==> src/shared/flash_seq_pkg.sv <==
// package of codes, field positions and counts for the flash command sequencer
package flash_seq_pkg;
  // ****************************************************************
  // command codes
  // ****************************************************************
  localparam logic [7:0] CMD_READ      = 8'h00;
  localparam logic [7:0] CMD_PROGRAM   = 8'h40;
  localparam logic [7:0] CMD_ERASE     = 8'h20;
  localparam logic [7:0] CMD_AUTO      = 8'h30;
  localparam logic [7:0] CMD_ABORT     = 8'hff;
  // ****************************************************************
  // data patterns and control register fields
  // ****************************************************************
  localparam logic [7:0] ZERO_BYTE     = 8'h00;
  localparam logic [7:0] ERASED_BYTE   = 8'hff;
  localparam logic [7:0] WDT_PRESET    = 8'hff;
  localparam int         BUSY_BIT      = 1;
  localparam int         AREA_LO_BIT   = 4;
  localparam int         AREA_HI_BIT   = 5;
  localparam int         AREA_W        = 2;
  // ****************************************************************
  // timing: erase pulse length
  // ****************************************************************
  localparam int         CLOCK_MHZ     = 40;
  localparam int         ERASE_US      = 10;
  localparam int         ERASE_CYCLES  = ERASE_US * CLOCK_MHZ;
  localparam int         DEF_ADDR_W    = 4;
endpackage

==> src/shared/flash_array_if.sv <==
// interface between the sequencer and the flash array port
`timescale 1ns/100ps
interface flash_array_if #(parameter int ADDR_W = 4);
  logic              wr_en;
  logic              erase_en;
  logic [ADDR_W-1:0] addr;
  logic [7:0]        wr_data;
  logic [7:0]        rd_data;
  logic [1:0]        area;
  modport seq   (output wr_en, output erase_en, output addr, output wr_data, output area,
                 input rd_data);
  modport array (input wr_en, input erase_en, input addr, input wr_data, input area,
                 output rd_data);
endinterface

==> src/flash_auto_erase_and_abort_sequencer.sv <==
// command decoder and auto-erase / abort sequencer of the flash control unit
`timescale 1ns/100ps
// Contract
// - two consecutive auto-erase code writes start auto erase on the selected area.
// - auto erase first writes zero bytes to every location of the area.
// - verify checks each address, and on a failure erases again and restarts verify.
// - auto erase ends only when every address verified erased.
// - busy goes high when auto erase starts and low when it completes.
// - the watchdog is held at all ones while auto erase runs.
// - two abort codes after a program, erase or auto code cancel it and reset.
// - the abort sequence leaves the stored contents unchanged.
// - busy sits in control bit one and is set only during auto erase.
// - control bits four and five select the area acted upon.
// - after abort the device is in read mode.
module flash_auto_erase_and_abort_sequencer
  import flash_seq_pkg::*;
#(
  parameter int ADDR_W       = DEF_ADDR_W,
  parameter int ERASE_CNT    = ERASE_CYCLES
) (
  input  wire logic              clock_in,
  input  wire logic              rstn_in,
  input  wire logic              cmd_we_in,
  input  wire logic [7:0]        cmd_data_in,
  input  wire logic [7:0]        ctrl_in,
  input  wire logic [ADDR_W-1:0] rd_addr_in,
  output logic [7:0]             rd_data_out,
  output logic [7:0]             ctrl_status_out,
  output logic                   busy_out,
  output logic                   read_mode_out,
  output logic                   wdt_hold_out,
  output logic [7:0]             wdt_value_out
);
  typedef enum {ST_READ, ST_PENDING, ST_ARMED, ST_FILL, ST_ERASE, ST_VERIFY} state_type;

  localparam int LAST = (1 << ADDR_W) - 1;

  state_type         state;
  logic [7:0]        first_code;
  logic [ADDR_W-1:0] addr;
  logic [15:0]       erase_cnt;
  logic [1:0]        area;
  logic              busy;

  flash_array_if #(.ADDR_W(ADDR_W)) arr ();

  // the pulse counter is 16 bits wide, so longer pulses cannot be counted
  if (ERASE_CNT < 1 || ERASE_CNT > 65535) begin : g_erase_cnt_check
    $error("ERASE_CNT out of range");
  end

  flash_store #(.ADDR_W(ADDR_W)) store (
    .clock_in    (clock_in),
    .rstn_in     (rstn_in),
    .port_in     (arr.array),
    .rd_addr_in  (rd_addr_in),
    .rd_data_out (rd_data_out)
  );

  // ****************************************************************
  // command decode and sequencing
  // ****************************************************************
  function automatic logic is_armable(input logic [7:0] c);
    return (c == CMD_PROGRAM) || (c == CMD_ERASE) || (c == CMD_AUTO);
  endfunction

  // area is latched at start so a later control write cannot move a running erase
  always_ff @(posedge clock_in) begin
    if (!rstn_in) begin
      state      <= ST_READ;
      first_code <= CMD_READ;
      addr       <= '0;
      erase_cnt  <= '0;
      area       <= '0;
    end else begin
      case (state)
        ST_READ: begin
          if (cmd_we_in && is_armable(cmd_data_in)) begin
            first_code <= cmd_data_in;
            state      <= ST_PENDING;
          end
        end
        ST_PENDING: begin
          if (cmd_we_in) begin
            if (cmd_data_in == CMD_ABORT) begin
              state <= ST_ARMED;
            end else if (cmd_data_in == first_code && first_code == CMD_AUTO) begin
              area  <= ctrl_in[AREA_HI_BIT:AREA_LO_BIT];
              addr  <= '0;
              state <= ST_FILL;
            end else begin
              state <= ST_READ;
            end
          end
        end
        ST_ARMED: begin
          // second abort completes the cancel; anything else drops it too
          if (cmd_we_in) state <= ST_READ;
        end
        ST_FILL: begin
          addr <= addr + 1'b1;
          if (addr == ADDR_W'(LAST)) begin
            erase_cnt <= 16'(ERASE_CNT - 1);
            state     <= ST_ERASE;
          end
        end
        ST_ERASE: begin
          if (erase_cnt == 16'h0000) begin
            addr  <= '0;
            state <= ST_VERIFY;
          end else begin
            erase_cnt <= erase_cnt - 1'b1;
          end
        end
        ST_VERIFY: begin
          if (arr.rd_data != ERASED_BYTE) begin
            erase_cnt <= 16'(ERASE_CNT - 1);
            state     <= ST_ERASE;
          end else if (addr == ADDR_W'(LAST)) begin
            state <= ST_READ;
          end else begin
            addr <= addr + 1'b1;
          end
        end
        default: state <= ST_READ;
      endcase
    end
  end

  // array drive: only fill and erase touch the array, abort states never do
  assign arr.wr_en    = (state == ST_FILL);
  assign arr.wr_data  = ZERO_BYTE;
  assign arr.erase_en = (state == ST_ERASE) && (erase_cnt == 16'h0000);
  assign arr.addr     = addr;
  assign arr.area     = area;

  // ****************************************************************
  // busy flag and watchdog hold
  // ****************************************************************
  always_ff @(posedge clock_in) begin
    if (!rstn_in) busy <= 1'b0;
    else busy <= (state == ST_PENDING && cmd_we_in && cmd_data_in == CMD_AUTO &&
                  first_code == CMD_AUTO) ||
                 (busy && !(state == ST_VERIFY && arr.rd_data == ERASED_BYTE &&
                            addr == ADDR_W'(LAST)));
  end

  assign busy_out      = busy;
  assign read_mode_out = (state == ST_READ);
  assign wdt_hold_out  = busy;
  assign wdt_value_out = busy ? WDT_PRESET : 8'h00;

  // status view of the control register with busy in its bit
  always_comb begin
    ctrl_status_out           = ctrl_in;
    ctrl_status_out[BUSY_BIT] = busy;
  end

  // ****************************************************************
  // assertions
  // ****************************************************************
  busy_start_a: assert property (@(posedge clock_in) disable iff (!rstn_in)
    $rose(state == ST_FILL) |-> busy)
    else $error("busy not set at auto erase start");
  fill_zero_a: assert property (@(posedge clock_in) disable iff (!rstn_in)
    arr.wr_en |-> (arr.wr_data == 8'h00 && state == ST_FILL))
    else $error("fill wrote non-zero");
  fill_span_a: assert property (@(posedge clock_in) disable iff (!rstn_in)
    $rose(state == ST_FILL) |-> addr == '0)
    else $error("fill did not start at zero");
  verify_fail_a: assert property (@(posedge clock_in) disable iff (!rstn_in)
    (state == ST_VERIFY && arr.rd_data != 8'hff) |=> state == ST_ERASE)
    else $error("verify failure did not re-erase");
  done_ok_a: assert property (@(posedge clock_in) disable iff (!rstn_in)
    $fell(busy) |-> $past(state) == ST_VERIFY && $past(addr) == ADDR_W'(LAST))
    else $error("auto erase ended before full verify");
  wdt_hold_a: assert property (@(posedge clock_in) disable iff (!rstn_in)
    (state == ST_FILL || state == ST_ERASE || state == ST_VERIFY) |->
      wdt_hold_out && wdt_value_out == 8'hff)
    else $error("watchdog not held");
  abort_read_a: assert property (@(posedge clock_in) disable iff (!rstn_in)
    (state == ST_ARMED && cmd_we_in) |=> read_mode_out && !busy)
    else $error("abort did not return to read");
  abort_safe_a: assert property (@(posedge clock_in) disable iff (!rstn_in)
    (state == ST_PENDING || state == ST_ARMED) |-> !arr.wr_en && !arr.erase_en)
    else $error("array touched during command decode");
  mismatch_a: assert property (@(posedge clock_in) disable iff (!rstn_in)
    (state == ST_PENDING && cmd_we_in && cmd_data_in != first_code &&
     cmd_data_in != 8'hff) |=> state == ST_READ)
    else $error("mismatched second write not discarded");
endmodule

==> src/flash_store.sv <==
// flip-flop flash array model of all four areas, one region per area code
`timescale 1ns/100ps
module flash_store
  import flash_seq_pkg::*;
#(
  parameter int ADDR_W = DEF_ADDR_W
) (
  input  wire logic   clock_in,
  input  wire logic   rstn_in,
  flash_array_if.array port_in,
  input  wire logic [ADDR_W-1:0] rd_addr_in,
  output logic [7:0]  rd_data_out
);
  localparam int WORDS = 1 << ADDR_W;
  logic [7:0] mem [4*WORDS];
  logic [ADDR_W+1:0] base;

  // the base concatenation and the flat index stop making sense outside this span
  if (ADDR_W < 1 || ADDR_W > 12) begin : g_addr_w_check
    $error("ADDR_W out of range");
  end

  assign base = {port_in.area, {ADDR_W{1'b0}}};

  // storage: writes only clear bits like real flash, erase sets the whole area
  always_ff @(posedge clock_in) begin
    if (!rstn_in) begin
      for (int i = 0; i < 4*WORDS; i++) mem[i] <= ERASED_BYTE;
    end else if (port_in.erase_en) begin
      for (int i = 0; i < WORDS; i++) mem[int'(base) + i] <= ERASED_BYTE;
    end else if (port_in.wr_en) begin
      mem[{port_in.area, port_in.addr}] <= mem[{port_in.area, port_in.addr}] & port_in.wr_data;
    end
  end

  assign port_in.rd_data = mem[{port_in.area, port_in.addr}];

  // cpu read port, registered
  always_ff @(posedge clock_in) begin
    if (!rstn_in) rd_data_out <= 8'h00;
    else rd_data_out <= mem[{port_in.area, rd_addr_in}];
  end
endmodule

==> config.mk <==
export PLATFORM = sky130hd
export DESIGN_NAME = flash_auto_erase_and_abort_sequencer
export DESIGN_NICKNAME = d
export VERILOG_FILES = /design/src/shared/flash_seq_pkg.sv /design/src/shared/flash_array_if.sv /design/src/flash_auto_erase_and_abort_sequencer.sv /design/src/flash_store.sv
export SDC_FILE = /design/constraint.sdc
export NUM_CORES = 1
export LEC_CHECK = 0
export ABC_AREA = 1
export ABC_CLOCK_PERIOD_IN_PS = 1700
export BUFFER_PORTS_ARGS = -buffer_cell sky130_fd_sc_hd__buf_2
export CORE_ASPECT_RATIO = 0.5
export CORE_MARGIN = 2
export CORE_UTILIZATION = 30
export DETAILED_ROUTE_END_ITERATION = 7
export GPL_TIMING_DRIVEN = 1
export HOLD_SLACK_MARGIN = 0.06
export SETUP_SLACK_MARGIN = 0.02
export SLEW_MARGIN = 20
export SYNTH_ARGS = -nofsm -noshare
export SYNTH_HDL_FRONTEND = slang
export SYNTH_SLANG_ARGS = --single-unit
==> constraint.sdc <==
create_clock -name clock_in -period 1.7 [get_ports clock_in]
set_clock_uncertainty 0.05 [all_clocks]
set_input_delay 0.255 -clock clock_in [delete_from_list [all_inputs] [get_ports clock_in]]
set_output_delay 0.255 -clock clock_in [all_outputs]
set_load 0.03 [all_outputs]
==> results.json <==
{
  "port_buffers": 38,
  "root_buffer": "clkbuf_16",
  "reg2reg_depth": 14,
  "critPathLaunchType": "flip-flop",
  "timing.rr.start": "addr[0]",
  "fin_crit_ns": 1.953,
  "mostFrequentLayoutCells": "nand2_1, nand3_1, buf_4, inv_1, dfxtp_1",
  "min_from": "ctrl_in[4]",
  "hold_viol": 0,
  "cts_hold_buf": 0,
  "synth_top_area_frac": 0.3202,
  "leakage_nw": 3.771,
  "drt_iter0_drc": 621,
  "p_per_area_nw_per_um2": 1062,
  "grt_pass1_vias": 6302,
  "r2r-end": "erase_cnt[15]",
  "first_pass_iters": 5,
  "layout.nets": 1077,
  "hold_slack_ns": 0.1290,
  "drv_cap": 0,
  "area_delta_synth_final_pct": 36.51,
  "drtAntennaViolNets": 0,
  "yosysWarnings": 0,
  "cts_buffers": 9,
  "die_w_um": 203.0,
  "drc": 0,
  "layout-drive-gt1-share": 0.2860,
  "antenna_found_initial": 0,
  "fp-row-count": 36,
  "io_pins": 50,
  "final_common_cell": "nand2_1",
  "die_y_um": 103.5,
  "wl_per_cell_um": 14.82,
  "fin_crit_sh": 1.149,
  "dp.cells": 1289,
  "slew_headroom": 0.5822,
  "synth_nets": 954,
  "synth.distinct_cells": 35,
  "fill_cells": 1969,
  "synth_top_area_cell": "dfxtp_1",
  "core_um2": 19410,
  "ys_seq_area_frac": 0.3404,
  "viasPerCell": 4.949,
  "htree_levels": 3,
  "holdPathStages": 3,
  "syn_area_um2": 5939,
  "track_usage": 0.1885,
  "violations": "negative setup slack",
  "cts_buffer_depth": 2,
  "multiInputGateArea_um2": 3545,
  "cp-end-kind": "flip-flop",
  "antenna_cells": 0,
  "fmax_ghz": 0.5120,
  "rrSetupSlack_ns": -0.25,
  "path_class": "flip-flop to flip-flop",
  "synth_area_leaders": "dfxtp_1, nand2_1, nand3_1",
  "hold_end": "area[0]",
  "tritoncts": "done",
  "rsz0062_at_grt": "true",
  "place_area_um2": 7119,
  "grt-ovfl-total": 0,
  "fin_cells": 1322,
  "power.total_w": 0.008609,
  "worstMarginPinSlew_ns": 0.6261,
  "wl_um": 19590,
  "avgSynthCellArea_um2": 6.400,
  "hpwl_um": 13510,
  "worst_ep_required_time_ns": 1.94,
  "grt_pass1_wl_um": 31180,
  "fin_area_um2": 8108,
  "cp_max_fo": 21,
  "report.final.setup_viol": 57,
  "peakVddDrop_uv": 678.1,
  "clock_sink_count": 99,
  "clk_latency_ns": 0.36,
  "status": "complete, but fails checks",
  "initial_core_util": 0.3059,
  "timing.final.ws_setup_ns": -0.2532,
  "dieArea_um2": 21010,
  "ys_ff_latch": 99,
  "num_vias": 6543,
  "syn_inst": 928,
  "clk_pin_slew_ns": 0.06,
  "crit_arrival_ns": 2.19,
  "grt_max_degree": 37,
  "slew_viol_final": 0,
  "register_area_um2": 2033,
  "hp-class": "input port to flip-flop",
  "gp_congestion": 0.9355
}
==> registers in the layout, indices dropped and copies added (netlist names) <==
signal             count
store.mem             64
erase_cnt             16
first_code             8
addr                   4
state                  3
area                   2
busy_out               1
store.rd_data_out      1
==> where the power goes <==
group / switching (W) / internal, W
clock: 0.000900 / 0.00111
combinational: 0.00223 / 0.00179
sequential: 0.0000971 / 0.00248
total: 0.00322 / 0.00538
==> worst max-delay path: stages, from the launching register on <==
cell,delay (ns)
dfxtp_4,0.40
buf_12,0.17
nor2_1,0.10
nor2_1,0.04
nand2_1,0.09
nand3_1,0.07
nand3_1,0.07
nand2_1,0.06
nand2_1,0.07
nand2_2,0.08
o21ai_4,0.17
buf_12,0.15
buf_8,0.12
nand3_1,0.09
a21oi_2,0.14
==> routing by layer <==
metal,part of all wire,up-vias,GRT usage
met2,0.47,228,0.3330
met1,0.44,3018,0.2333
li1,-,3266,-
met3,0.062,31,0.03227
met4,0.023,0,0.07580
met5,0,-,0
==> cells in the mapped netlist (all sizes together) <==
cell type	number
a211oi	3
a21oi	77
a41oi	1
and2	1
buf	42
clkbuf	23
clkinv	1
dfxtp	95
edfxtp	4
ha	3
inv	111
mux2i	1
nand2	202
nand3	106
nand3b	1
nand4	13
nor2	104
nor3	7
nor3b	2
nor4	3
o211ai	4
o21ai	74
o22ai	27
or2	4
xnor2	10
xor2	9
==> worst max path at each step <==
stage	endpoint	from	cells past startpoint	slack, ns
final	erase_cnt[15]	addr[0]	14	-0.25
after global routing	erase_cnt[13]	addr[0]	14	-0.39
after CTS	busy_out	addr[0]	14	-0.23
after detailed placement	erase_cnt[1]	addr[0]	12	-0.28
after global placement	erase_cnt[1]	addr[0]	12	-0.23
after floorplan	erase_cnt[11]	addr[0]	15	-0.09
==> logic make-up after synthesis <==
family / share of synthesized area
adders and majority gates: 0.006320
AOI/OAI and AO/OA: 0.1679
and+or+nand+nor: 0.3170
xor gates and xnor gates: 0.02802
buffers and inverters: 0.1386
DFF: 0.3404
muxes: 0.001685
==> stage by stage <==
step | utilization | TNS, ns | setup WS, ns
floorplan | - | -0.9891 | -0.08881
global placement | 0.3667 | -9.270 | -0.2266
detailed placement | 0.3667 | -11.49 | -0.2791
CTS | 0.3975 | -5.580 | -0.2324
global route | 0.4176 | -14.93 | -0.3877
finish | 0.4176 | -6.297 | -0.2532
==> repair_timing <==
action | in CTS | in global routing
endpoints found under the setup margin | 92 | 95
resized for setup | 75 | 102
setup buffers | 7 | 6
cloned | 3 | 2
pin swaps | 8 | 11
==> final cells by class <==
class                      instances  share of cell area
inverter                         112             0.05463
clock inverter                     4            0.002778
clock buffer                      12             0.03302
timing repair buffer             175              0.1806
sequential                        99              0.2508
tap                              266             0.04105
multi-input combinational        654              0.4372
No activity file was read; power rests on OpenSTA's default activity.
